===== src/hw/avsw_pkg.sv =====
// Shared constants for the audio/video switch serial control block.
package avsw_pkg;

    // ------------------------------------------------------------------
    // Serial slave addresses (8-bit form, write direction)
    // ------------------------------------------------------------------
    localparam logic [7:0] ADDR_STRAP_LOW  = 8'h90;
    localparam logic [7:0] ADDR_STRAP_HIGH = 8'h92;

    // ------------------------------------------------------------------
    // Serial control bit positions inside the control image
    // ------------------------------------------------------------------
    localparam int unsigned CTRL_BITS   = 64;
    localparam int unsigned BIT_PORT1   = 53;
    localparam int unsigned BIT_PORT2   = 52;
    localparam int unsigned BIT_PORT3   = 51;
    localparam int unsigned BIT_PORT4   = 50;
    localparam int unsigned BIT_GAIN1   = 46;
    localparam int unsigned BIT_GAIN2   = 45;
    localparam int unsigned BIT_GAIN3   = 44;
    localparam int unsigned CTRL_BYTES  = 8;
    localparam int unsigned STAT_BYTES  = 2;

    // ------------------------------------------------------------------
    // AXI4-Lite register map (byte addresses)
    // ------------------------------------------------------------------
    localparam logic [7:0] OFS_CTRL_LO  = 8'h00;
    localparam logic [7:0] OFS_CTRL_HI  = 8'h04;
    localparam logic [7:0] OFS_STATUS   = 8'h08;
    localparam logic [7:0] OFS_CONFIG   = 8'h0C;
    localparam logic [31:0] CTRL_LO_RST = 32'h0000_0000;
    localparam logic [31:0] CTRL_HI_RST = 32'h003C_0000;

    // Status word layout.
    localparam int unsigned ST_PRES_LSB = 0;
    localparam int unsigned ST_LVL_LSB  = 4;

    // Three-level detector encoding.
    localparam logic [1:0] LVL_LOW  = 2'h0;
    localparam logic [1:0] LVL_MID  = 2'h1;
    localparam logic [1:0] LVL_HIGH = 2'h2;

    // Bus response codes.
    localparam logic [1:0] RESP_OKAY   = 2'h0;
    localparam logic [1:0] RESP_SLVERR = 2'h2;

endpackage : avsw_pkg


===== src/hw/avsw_i2c_slave.sv =====
// Serial two-wire slave: control bytes in, status bytes out.
`timescale 1ns/1ps

module avsw_i2c_slave
(
    // Clock and reset
    input  wire logic        clk_i,
    input  wire logic        nrst_i,
    // Pins
    input  wire logic        scl_i,
    input  wire logic        sda_i,
    output logic             sda_o,
    output logic             sda_oe_o,
    input  wire logic [7:0]  dev_addr_i,
    // Register side
    output logic             wr_stb_o,
    output logic [2:0]       wr_idx_o,
    output logic [7:0]       wr_data_o,
    input  wire logic [15:0] status_i
);

    typedef enum logic [4:0]
    {
        AVSW_IDLE = 5'b00001,
        AVSW_ADDR = 5'b00010,
        AVSW_WR   = 5'b00100,
        AVSW_RD   = 5'b01000,
        AVSW_ACK  = 5'b10000
    } avsw_st_t;

    avsw_st_t    st_r,    st_nxt;
    logic        scl_r,   sda_r;
    logic [7:0]  sh_r,    sh_nxt;
    logic [3:0]  cnt_r,   cnt_nxt;
    logic [2:0]  idx_r,   idx_nxt;
    logic        rd_r,    rd_nxt;
    logic        oe_r,    oe_nxt;
    logic        ackd_r,  ackd_nxt;
    logic        stb_r,   stb_nxt;
    logic [7:0]  dat_r,   dat_nxt;

    wire scl_rise = scl_i & ~scl_r;
    wire scl_fall = ~scl_i & scl_r;
    wire start    = scl_i & scl_r & sda_r & ~sda_i;
    wire stop     = scl_i & scl_r & ~sda_r & sda_i;

    always_comb
    begin
        st_nxt   = st_r;
        sh_nxt   = sh_r;
        cnt_nxt  = cnt_r;
        idx_nxt  = idx_r;
        rd_nxt   = rd_r;
        oe_nxt   = oe_r;
        ackd_nxt = ackd_r;
        stb_nxt  = 1'b0;
        dat_nxt  = dat_r;
        if (start)
        begin
            st_nxt  = AVSW_ADDR;
            cnt_nxt = 4'h0;
            idx_nxt = 3'h0;
            oe_nxt  = 1'b0;
        end
        else if (stop)
        begin
            st_nxt = AVSW_IDLE;
            oe_nxt = 1'b0;
        end
        else
        begin
            case (st_r)
                AVSW_IDLE: st_nxt = AVSW_IDLE;
                AVSW_ADDR, AVSW_WR:
                begin
                    if (scl_rise)
                    begin
                        sh_nxt  = {sh_r[6:0], sda_i};
                        cnt_nxt = cnt_r + 4'h1;
                    end
                    if (scl_fall && cnt_r == 4'h8)
                    begin
                        cnt_nxt = 4'h0;
                        if (st_r == AVSW_ADDR)
                        begin
                            // Only the strapped address is answered.
                            if (sh_r[7:1] == dev_addr_i[7:1])
                            begin
                                rd_nxt   = sh_r[0];
                                oe_nxt   = 1'b1;
                                ackd_nxt = 1'b1;
                                st_nxt   = AVSW_ACK;
                            end
                            else
                                st_nxt = AVSW_IDLE;
                        end
                        else
                        begin
                            // Written bytes go to the control image.
                            stb_nxt  = 1'b1;
                            dat_nxt  = sh_r;
                            oe_nxt   = 1'b1;
                            ackd_nxt = 1'b0;
                            st_nxt   = AVSW_ACK;
                        end
                    end
                end
                AVSW_ACK:
                begin
                    if (scl_fall)
                    begin
                        oe_nxt  = 1'b0;
                        cnt_nxt = 4'h0;
                        if (!ackd_r)
                            idx_nxt = idx_r + 3'h1;
                        if (rd_r)
                        begin
                            // Reads come from the status bytes.
                            sh_nxt = idx_r[0] ? status_i[15:8]
                                              : status_i[7:0];
                            oe_nxt = ~sh_nxt[7];
                            st_nxt = AVSW_RD;
                        end
                        else
                            st_nxt = AVSW_WR;
                    end
                end
                AVSW_RD:
                begin
                    if (scl_fall)
                    begin
                        cnt_nxt = cnt_r + 4'h1;
                        sh_nxt  = {sh_r[6:0], 1'b1};
                        oe_nxt  = (cnt_r < 4'h7) ? ~sh_r[6] : 1'b0;
                    end
                    if (scl_rise && cnt_r == 4'h8)
                    begin
                        if (sda_i)
                            st_nxt = AVSW_IDLE;
                        else
                        begin
                            idx_nxt  = idx_r + 3'h1;
                            ackd_nxt = 1'b1;
                            st_nxt   = AVSW_ACK;
                        end
                    end
                end
                default: st_nxt = AVSW_IDLE;
            endcase
        end
    end

    always_ff @(posedge clk_i)
    begin
        if (!nrst_i)
        begin
            st_r   <= AVSW_IDLE;
            scl_r  <= 1'b1;
            sda_r  <= 1'b1;
            sh_r   <= 8'h00;
            cnt_r  <= 4'h0;
            idx_r  <= 3'h0;
            rd_r   <= 1'b0;
            oe_r   <= 1'b0;
            ackd_r <= 1'b0;
            stb_r  <= 1'b0;
            dat_r  <= 8'h00;
        end
        else
        begin
            st_r   <= st_nxt;
            scl_r  <= scl_i;
            sda_r  <= sda_i;
            sh_r   <= sh_nxt;
            cnt_r  <= cnt_nxt;
            idx_r  <= idx_nxt;
            rd_r   <= rd_nxt;
            oe_r   <= oe_nxt;
            ackd_r <= ackd_nxt;
            stb_r  <= stb_nxt;
            dat_r  <= dat_nxt;
        end
    end

    assign sda_o     = 1'b0;
    assign sda_oe_o  = oe_r;
    assign wr_stb_o  = stb_r;
    assign wr_idx_o  = idx_r;
    assign wr_data_o = dat_r;

endmodule // avsw_i2c_slave


===== src/hw/avsw_ctrl.sv =====
// Control and status bank of the audio/video switch.
//
// The implementer's own choices: the AXI4-Lite interface to the registers and the address map.
`timescale 1ns/1ps


module avsw_ctrl
(
    // Clock and reset
    input  wire logic        clk_i,
    input  wire logic        nrst_i,
    // Serial pins
    input  wire logic        scl_i,
    input  wire logic        sda_i,
    output logic             sda_o,
    output logic             sda_oe_o,
    input  wire logic        addr_strap_i,
    // Detect inputs (comparator outputs)
    input  wire logic [3:0]  connector_presence_detect_i,
    input  wire logic [3:0]  aspect_function_above_low_i,
    input  wire logic [3:0]  aspect_function_above_high_i,
    // Open-collector output ports, index 0 is port one
    output logic [3:0]       general_output_port_o,
    output logic [3:0]       general_output_port_oe_o,
    // Line output gain select, 1 means 6 dB
    output logic [2:0]       audio_line_gain_6db_o,
    // AXI4-Lite write address
    input  wire logic [7:0]  s_axi_awaddr,
    input  wire logic        s_axi_awvalid,
    output logic             s_axi_awready,
    // AXI4-Lite write data
    input  wire logic [31:0] s_axi_wdata,
    input  wire logic [3:0]  s_axi_wstrb,
    input  wire logic        s_axi_wvalid,
    output logic             s_axi_wready,
    // AXI4-Lite write response
    output logic [1:0]       s_axi_bresp,
    output logic             s_axi_bvalid,
    input  wire logic        s_axi_bready,
    // AXI4-Lite read address
    input  wire logic [7:0]  s_axi_araddr,
    input  wire logic        s_axi_arvalid,
    output logic             s_axi_arready,
    // AXI4-Lite read data
    output logic [31:0]      s_axi_rdata,
    output logic [1:0]       s_axi_rresp,
    output logic             s_axi_rvalid,
    input  wire logic        s_axi_rready
);

    // ------------------------------------------------------------------
    // Control image and detector status
    // ------------------------------------------------------------------
    logic [63:0] ctrl_r,     ctrl_nxt;
    logic        strap_r,    strap_nxt;
    logic [15:0] status_w;
    logic        i2c_stb;
    logic [2:0]  i2c_idx;
    logic [7:0]  i2c_dat;

    // Presence: a grounded connector reads 1 (connected).
    assign status_w[avsw_pkg::ST_PRES_LSB +: 4] =
        ~connector_presence_detect_i;

    genvar g;
    generate
        for (g = 0; g < 4; g++)
        begin : g_lvl
            // Two thresholds give three levels; an impossible mix
            // (above high, not above low) is reported as high.
            assign status_w[avsw_pkg::ST_LVL_LSB + 2*g +: 2] =
                aspect_function_above_high_i[g] ? avsw_pkg::LVL_HIGH :
                aspect_function_above_low_i[g]  ? avsw_pkg::LVL_MID  :
                                                  avsw_pkg::LVL_LOW;
        end
    endgenerate

    assign status_w[15:12] = 4'h0;

    avsw_i2c_slave u_i2c
    (
        .clk_i      (clk_i),
        .nrst_i     (nrst_i),
        .scl_i      (scl_i),
        .sda_i      (sda_i),
        .sda_o      (sda_o),
        .sda_oe_o   (sda_oe_o),
        .dev_addr_i (strap_r ? avsw_pkg::ADDR_STRAP_HIGH
                             : avsw_pkg::ADDR_STRAP_LOW),
        .wr_stb_o   (i2c_stb),
        .wr_idx_o   (i2c_idx),
        .wr_data_o  (i2c_dat),
        .status_i   (status_w)
    );

    // ------------------------------------------------------------------
    // AXI4-Lite slave
    // ------------------------------------------------------------------
    logic        aw_r,    aw_nxt;
    logic [7:0]  awa_r,   awa_nxt;
    logic        w_r,     w_nxt;
    logic [31:0] wd_r,    wd_nxt;
    logic [3:0]  ws_r,    ws_nxt;
    logic        bv_r,    bv_nxt;
    logic [1:0]  br_r,    br_nxt;
    logic        rv_r,    rv_nxt;
    logic [31:0] rd_r,    rd_nxt;
    logic [1:0]  rr_r,    rr_nxt;
    logic        do_wr;
    logic [31:0] wmask;

    assign s_axi_awready = ~aw_r & ~bv_r;
    assign s_axi_wready  = ~w_r & ~bv_r;
    assign s_axi_arready = ~rv_r;
    assign do_wr         = aw_r & w_r & ~bv_r;
    assign wmask = {{8{ws_r[3]}}, {8{ws_r[2]}}, {8{ws_r[1]}}, {8{ws_r[0]}}};

    always_comb
    begin
        aw_nxt    = aw_r;
        awa_nxt   = awa_r;
        w_nxt     = w_r;
        wd_nxt    = wd_r;
        ws_nxt    = ws_r;
        bv_nxt    = bv_r;
        br_nxt    = br_r;
        rv_nxt    = rv_r;
        rd_nxt    = rd_r;
        rr_nxt    = rr_r;
        ctrl_nxt  = ctrl_r;
        strap_nxt = strap_r;
        if (s_axi_awvalid && s_axi_awready)
        begin
            aw_nxt  = 1'b1;
            awa_nxt = s_axi_awaddr;
        end
        if (s_axi_wvalid && s_axi_wready)
        begin
            w_nxt  = 1'b1;
            wd_nxt = s_axi_wdata;
            ws_nxt = s_axi_wstrb;
        end
        // Serial writes land byte by byte; bits otherwise hold.
        if (i2c_stb)
            ctrl_nxt[i2c_idx*8 +: 8] = i2c_dat;
        if (do_wr)
        begin
            aw_nxt = 1'b0;
            w_nxt  = 1'b0;
            bv_nxt = 1'b1;
            br_nxt = avsw_pkg::RESP_OKAY;
            case (awa_r[7:2])
                avsw_pkg::OFS_CTRL_LO[7:2]:
                    ctrl_nxt[31:0] = (ctrl_r[31:0] & ~wmask)
                                   | (wd_r & wmask);
                avsw_pkg::OFS_CTRL_HI[7:2]:
                    ctrl_nxt[63:32] = (ctrl_r[63:32] & ~wmask)
                                    | (wd_r & wmask);
                avsw_pkg::OFS_CONFIG[7:2]:
                    if (ws_r[0])
                        strap_nxt = wd_r[0];
                avsw_pkg::OFS_STATUS[7:2]: br_nxt = avsw_pkg::RESP_OKAY;
                default: br_nxt = avsw_pkg::RESP_SLVERR;
            endcase
        end
        if (bv_r && s_axi_bready)
            bv_nxt = 1'b0;
        if (rv_r && s_axi_rready)
            rv_nxt = 1'b0;
        if (s_axi_arvalid && s_axi_arready)
        begin
            rv_nxt = 1'b1;
            rr_nxt = avsw_pkg::RESP_OKAY;
            case (s_axi_araddr[7:2])
                avsw_pkg::OFS_CTRL_LO[7:2]: rd_nxt = ctrl_r[31:0];
                avsw_pkg::OFS_CTRL_HI[7:2]: rd_nxt = ctrl_r[63:32];
                avsw_pkg::OFS_STATUS[7:2]:  rd_nxt = {16'h0000, status_w};
                avsw_pkg::OFS_CONFIG[7:2]:  rd_nxt = {31'h0, strap_r};
                default:
                begin
                    rd_nxt = 32'h0000_0000;
                    rr_nxt = avsw_pkg::RESP_SLVERR;
                end
            endcase
        end
    end

    // Strap is sampled on every reset cycle; outside reset only a CONFIG write changes it.
    always_ff @(posedge clk_i)
    begin
        if (!nrst_i)
        begin
            ctrl_r  <= {avsw_pkg::CTRL_HI_RST, avsw_pkg::CTRL_LO_RST};
            strap_r <= addr_strap_i;
            aw_r    <= 1'b0;
            awa_r   <= 8'h00;
            w_r     <= 1'b0;
            wd_r    <= 32'h0000_0000;
            ws_r    <= 4'h0;
            bv_r    <= 1'b0;
            br_r    <= 2'h0;
            rv_r    <= 1'b0;
            rd_r    <= 32'h0000_0000;
            rr_r    <= 2'h0;
        end
        else
        begin
            ctrl_r  <= ctrl_nxt;
            strap_r <= strap_nxt;
            aw_r    <= aw_nxt;
            awa_r   <= awa_nxt;
            w_r     <= w_nxt;
            wd_r    <= wd_nxt;
            ws_r    <= ws_nxt;
            bv_r    <= bv_nxt;
            br_r    <= br_nxt;
            rv_r    <= rv_nxt;
            rd_r    <= rd_nxt;
            rr_r    <= rr_nxt;
        end
    end

    assign s_axi_bvalid = bv_r;
    assign s_axi_bresp  = br_r;
    assign s_axi_rvalid = rv_r;
    assign s_axi_rdata  = rd_r;
    assign s_axi_rresp  = rr_r;

    // ------------------------------------------------------------------
    // Outputs: a 0 port bit pulls the port low, a 1 releases it; gain bits drive the gain selects directly
    // ------------------------------------------------------------------
    assign general_output_port_o = 4'h0;
    assign general_output_port_oe_o =
    {
        ~ctrl_r[avsw_pkg::BIT_PORT4],
        ~ctrl_r[avsw_pkg::BIT_PORT3],
        ~ctrl_r[avsw_pkg::BIT_PORT2],
        ~ctrl_r[avsw_pkg::BIT_PORT1]
    };
    assign audio_line_gain_6db_o[0] = ctrl_r[avsw_pkg::BIT_GAIN1];
    assign audio_line_gain_6db_o[1] = ctrl_r[avsw_pkg::BIT_GAIN2];
    assign audio_line_gain_6db_o[2] = ctrl_r[avsw_pkg::BIT_GAIN3];

endmodule // avsw_ctrl


===== config.mk =====
export PLATFORM = sky130hd
export DESIGN_NAME = avsw_ctrl
export DESIGN_NICKNAME = d
export VERILOG_FILES = /design/src/hw/avsw_pkg.sv /design/src/hw/avsw_i2c_slave.sv /design/src/hw/avsw_ctrl.sv
export SDC_FILE = /design/constraint.sdc
export NUM_CORES = 1
export LEC_CHECK = 0
export CAP_MARGIN = 20
export CELL_PAD_IN_SITES_DETAIL_PLACEMENT = 1
export CELL_PAD_IN_SITES_GLOBAL_PLACEMENT = 2
export CORE_MARGIN = 2
export CORE_UTILIZATION = 39
export DETAILED_ROUTE_END_ITERATION = 10
export DONT_BUFFER_PORTS = 1
export GPL_TIMING_DRIVEN = 0
export PLACE_DENSITY = 0.78
export SYNTH_ARGS = -nofsm -noshare
export SYNTH_HDL_FRONTEND = slang
export SYNTH_SLANG_ARGS = --single-unit

===== constraint.sdc =====
create_clock -name clk_i -period 2.75 [get_ports clk_i]
set_input_delay 0.1375 -clock clk_i [delete_from_list [all_inputs] [get_ports clk_i]]
set_output_delay 0.1375 -clock clk_i [all_outputs]
set_load 0.005 [all_outputs]

==> results_dict.tcl <==
set metrics [dict create \
    status "complete, no violations" \
    worstSetupEndpointType "register" \
    startpoint_type "register" \
    max_freq_mhz 370 \
    synthTopCellsByArea "dfxtp_1, mux2i_1, a211oi_1" \
    num_antenna_cells 0 \
    path_clk_slew_ns 0.08 \
    worstPathRequired_ns 3.04 \
    io_buffers 0 \
    die_area_um2 24400 \
    cts_root_buffer "clkbuf_16" \
    seq_area_frac_synth_pct 39.8 \
    crit_path_frequent_cell "buf_4" \
    slew_violations 0 \
    critPathSlowestCell "or3b_1" \
    cts_inserted_buffers 17 \
    hold_depth 4 \
    worst-setup-path-type "reg -> reg" \
    floorplan.initialDensity_pct 39.7 \
    synth.distinct_cells 75 \
    cts_tree "yes" \
    grt_max_degree 19 \
    setup_violations 0 \
    peakVddDrop_mv 0.342 \
    wl_um 31100 \
    skew_ns 0.00999 \
    path_max_fanout 10 \
    relSlewSlack_pct 43.0 \
    clockBufferDepth 2 \
    synth_top_area_share_pct 39.5 \
    async_flop_share_pct 0 \
    hp-class "in -> reg" \
    globalplace.congestion 0.848 \
    overflow 0 \
    cpLargestDelayFamily "buffers and inverters" \
    worstPathCellList "buf_6 > clkinvlp_4 > ha_2 > ha_1 > or3b_1 > buf_4 > nor4b_4 > buf_4 > buf_12 > mux2i_2 > a211oi_2" \
    area_growth_pct 17.7 \
    multiInputGateArea_um2 4920 \
    p_leak_nw 3.97 \
    grt_pass1_wl_um 47700 \
    io_pins 128 \
    powerDensity_nw_per_um2 549 \
    first_pass_iters 5 \
    rows 55 \
    cap_viol_max_count 0 \
    hold_viol_final 0 \
    die_x_um 156 \
    antenna_found_initial 0 \
    drc 0 \
    worst_pin_slew_ns 0.846 \
    hpwl_um 22700 \
    path_buf_inv 5 \
    via_per_inst 5.64 \
    synth-seq-cells 179 \
    synthesis.instances 1029 \
    arrival_ns 3.00 \
    post-place-cells 1320 \
    htreeDepth 4 \
    cp.depth 11 \
    cts.sinks 179 \
    netlist_area_um2 9020 \
    grt_pass1_vias 8029 \
    nFillCells 2681 \
    synth_flop_cell "dfxtp_1" \
    wire_per_inst_um 22.0 \
    drt_iter0_drc 427 \
    die_height_um 156 \
    yosysWarnings 0 \
    final-instance-count-excl-fill 1412 \
    timing.hold.ws_ns 0.0139 \
    timing.final.crit_period_ns 2.71 \
    grtUsageTotal_pct 25.8 \
    synth_top_area_cell "dfxtp_1" \
    synth_edf_count 1 \
    avgSynthCellArea_um2 8.77 \
    vias 7957 \
    period_share_pct 98.4 \
    drive_gt1_share_pct 12.7 \
    reg2regPathDepth 11 \
    final_net_count 1194 \
    max_stage_delay_ns 0.36 \
    ant_nets 0 \
    seqCellArea_um2 3590 \
    clk-insertion-delay-late_ns 0.44 \
    core_um2 22700 \
]
kinds of logic after synthesis:
logic type      after synthesis  share of synthesized area [%]
mux                         112                           13.0
other cells                   1                         0.0416
xor+xnor                      6                          0.582
simple gates                337                           19.5
flops                       179                           39.8
compound gates              274                           20.1
fa+ha+maj                     6                          0.832
buf+inv                     114                           6.20
path summary, 6_finish.rpt:
path | end | start | slack [ns]
worst max-delay path | register | u_i2c.wr_idx_o[0] | 0.04
worst max register to register | register | u_i2c.wr_idx_o[0] | 0.04
worst min-delay path | u_i2c.st_r[3] | scl_i | 0.01
worst min register to register | wd_r[20] | wd_r[20] | 0.46
final cells by class:
type,instances,area share (%)
clock buffers,17,4.01
inverters,23,0.848
well taps,285,3.36
clock inverters,15,1.50
plain buffers,91,4.56
multi-input cells,742,46.4
flip-flops and latches,179,33.8
repair buffers,60,5.54
layer usage:
metal	part of all wire (%)	GRT usage, %	vias up	wire, µm
met3	4.3	3.86	29	1330
met1	47	35.3	3922	14700
met5	0	0	-	0
met2	47	42.9	166	14600
li1	-	-	3840	-
met4	1.4	6.55	0	435
through the flow:
stage / cell area (µm²) / utilization, % / total power [mW] / worst slack [ns] / TNS (ns)
after global placement: 9400 / 41.4 / 3.33 / -0.0822 / -0.666
after detailed placement: 9400 / 41.4 / 3.34 / -0.156 / -1.64
after CTS: 10600 / 46.5 / 5.88 / 0.000976 / 0
after floorplan: 9040 / - / 3.16 / 0.307 / 0
final: 10600 / 46.8 / 5.83 / 0.0439 / 0
after global routing: 10600 / 46.8 / 6.06 / -0.0382 / -0.0786
synth_stat cells, types with 15 or more instances:
library cell / number
o21ai_0: 55
mux2_2: 28
dfxtp_1: 178
mux2i_1: 83
nand2_1: 114
inv_1: 22
a221oi_1: 21
nor2b_1: 32
a211oi_1: 57
buf_2: 15
nor3_1: 25
a21oi_1: 85
nor2_1: 78
clkbuf_1: 48
and2_1: 15
cell usage in the layout (no fill, tap or decap), types with 21 or more instances in the layout:
cell and count:
a211oi_1 55, mux2_2 28, o21ai_0 54, mux2i_1 82, nor2_1 78, nor2b_1 32
dlygate4sd3_1 55, inv_1 21, a221oi_1 21, nand2_1 114, a21oi_1 85, dfxtp_1 177
clkbuf_1 48, nor3_1 25
power by group:
part           switching [mW]  leakage (nW)  total, mW  internal [mW]
clock network            1.20         0.285       2.49           1.29
registers              0.0867          1.46       2.78           2.69
logic                   0.344          2.23      0.566          0.222
total                    1.63          3.97       5.83           4.21
worst min-delay path, delay by kind of cell:
kind,cells,cell delay (ns)
and+or+nand+nor,2,0.14
AOI/OAI and AO/OA,2,0.13
repair_timing:
item,CTS,global route
hold buffers,55,0
pin swaps,1,0
gates resized for setup,1,12
endpoints found under the setup margin,30,25
hold endpoints to repair,57,0
buffers inserted,3,2
No activity file was read; power rests on OpenSTA's default activity.
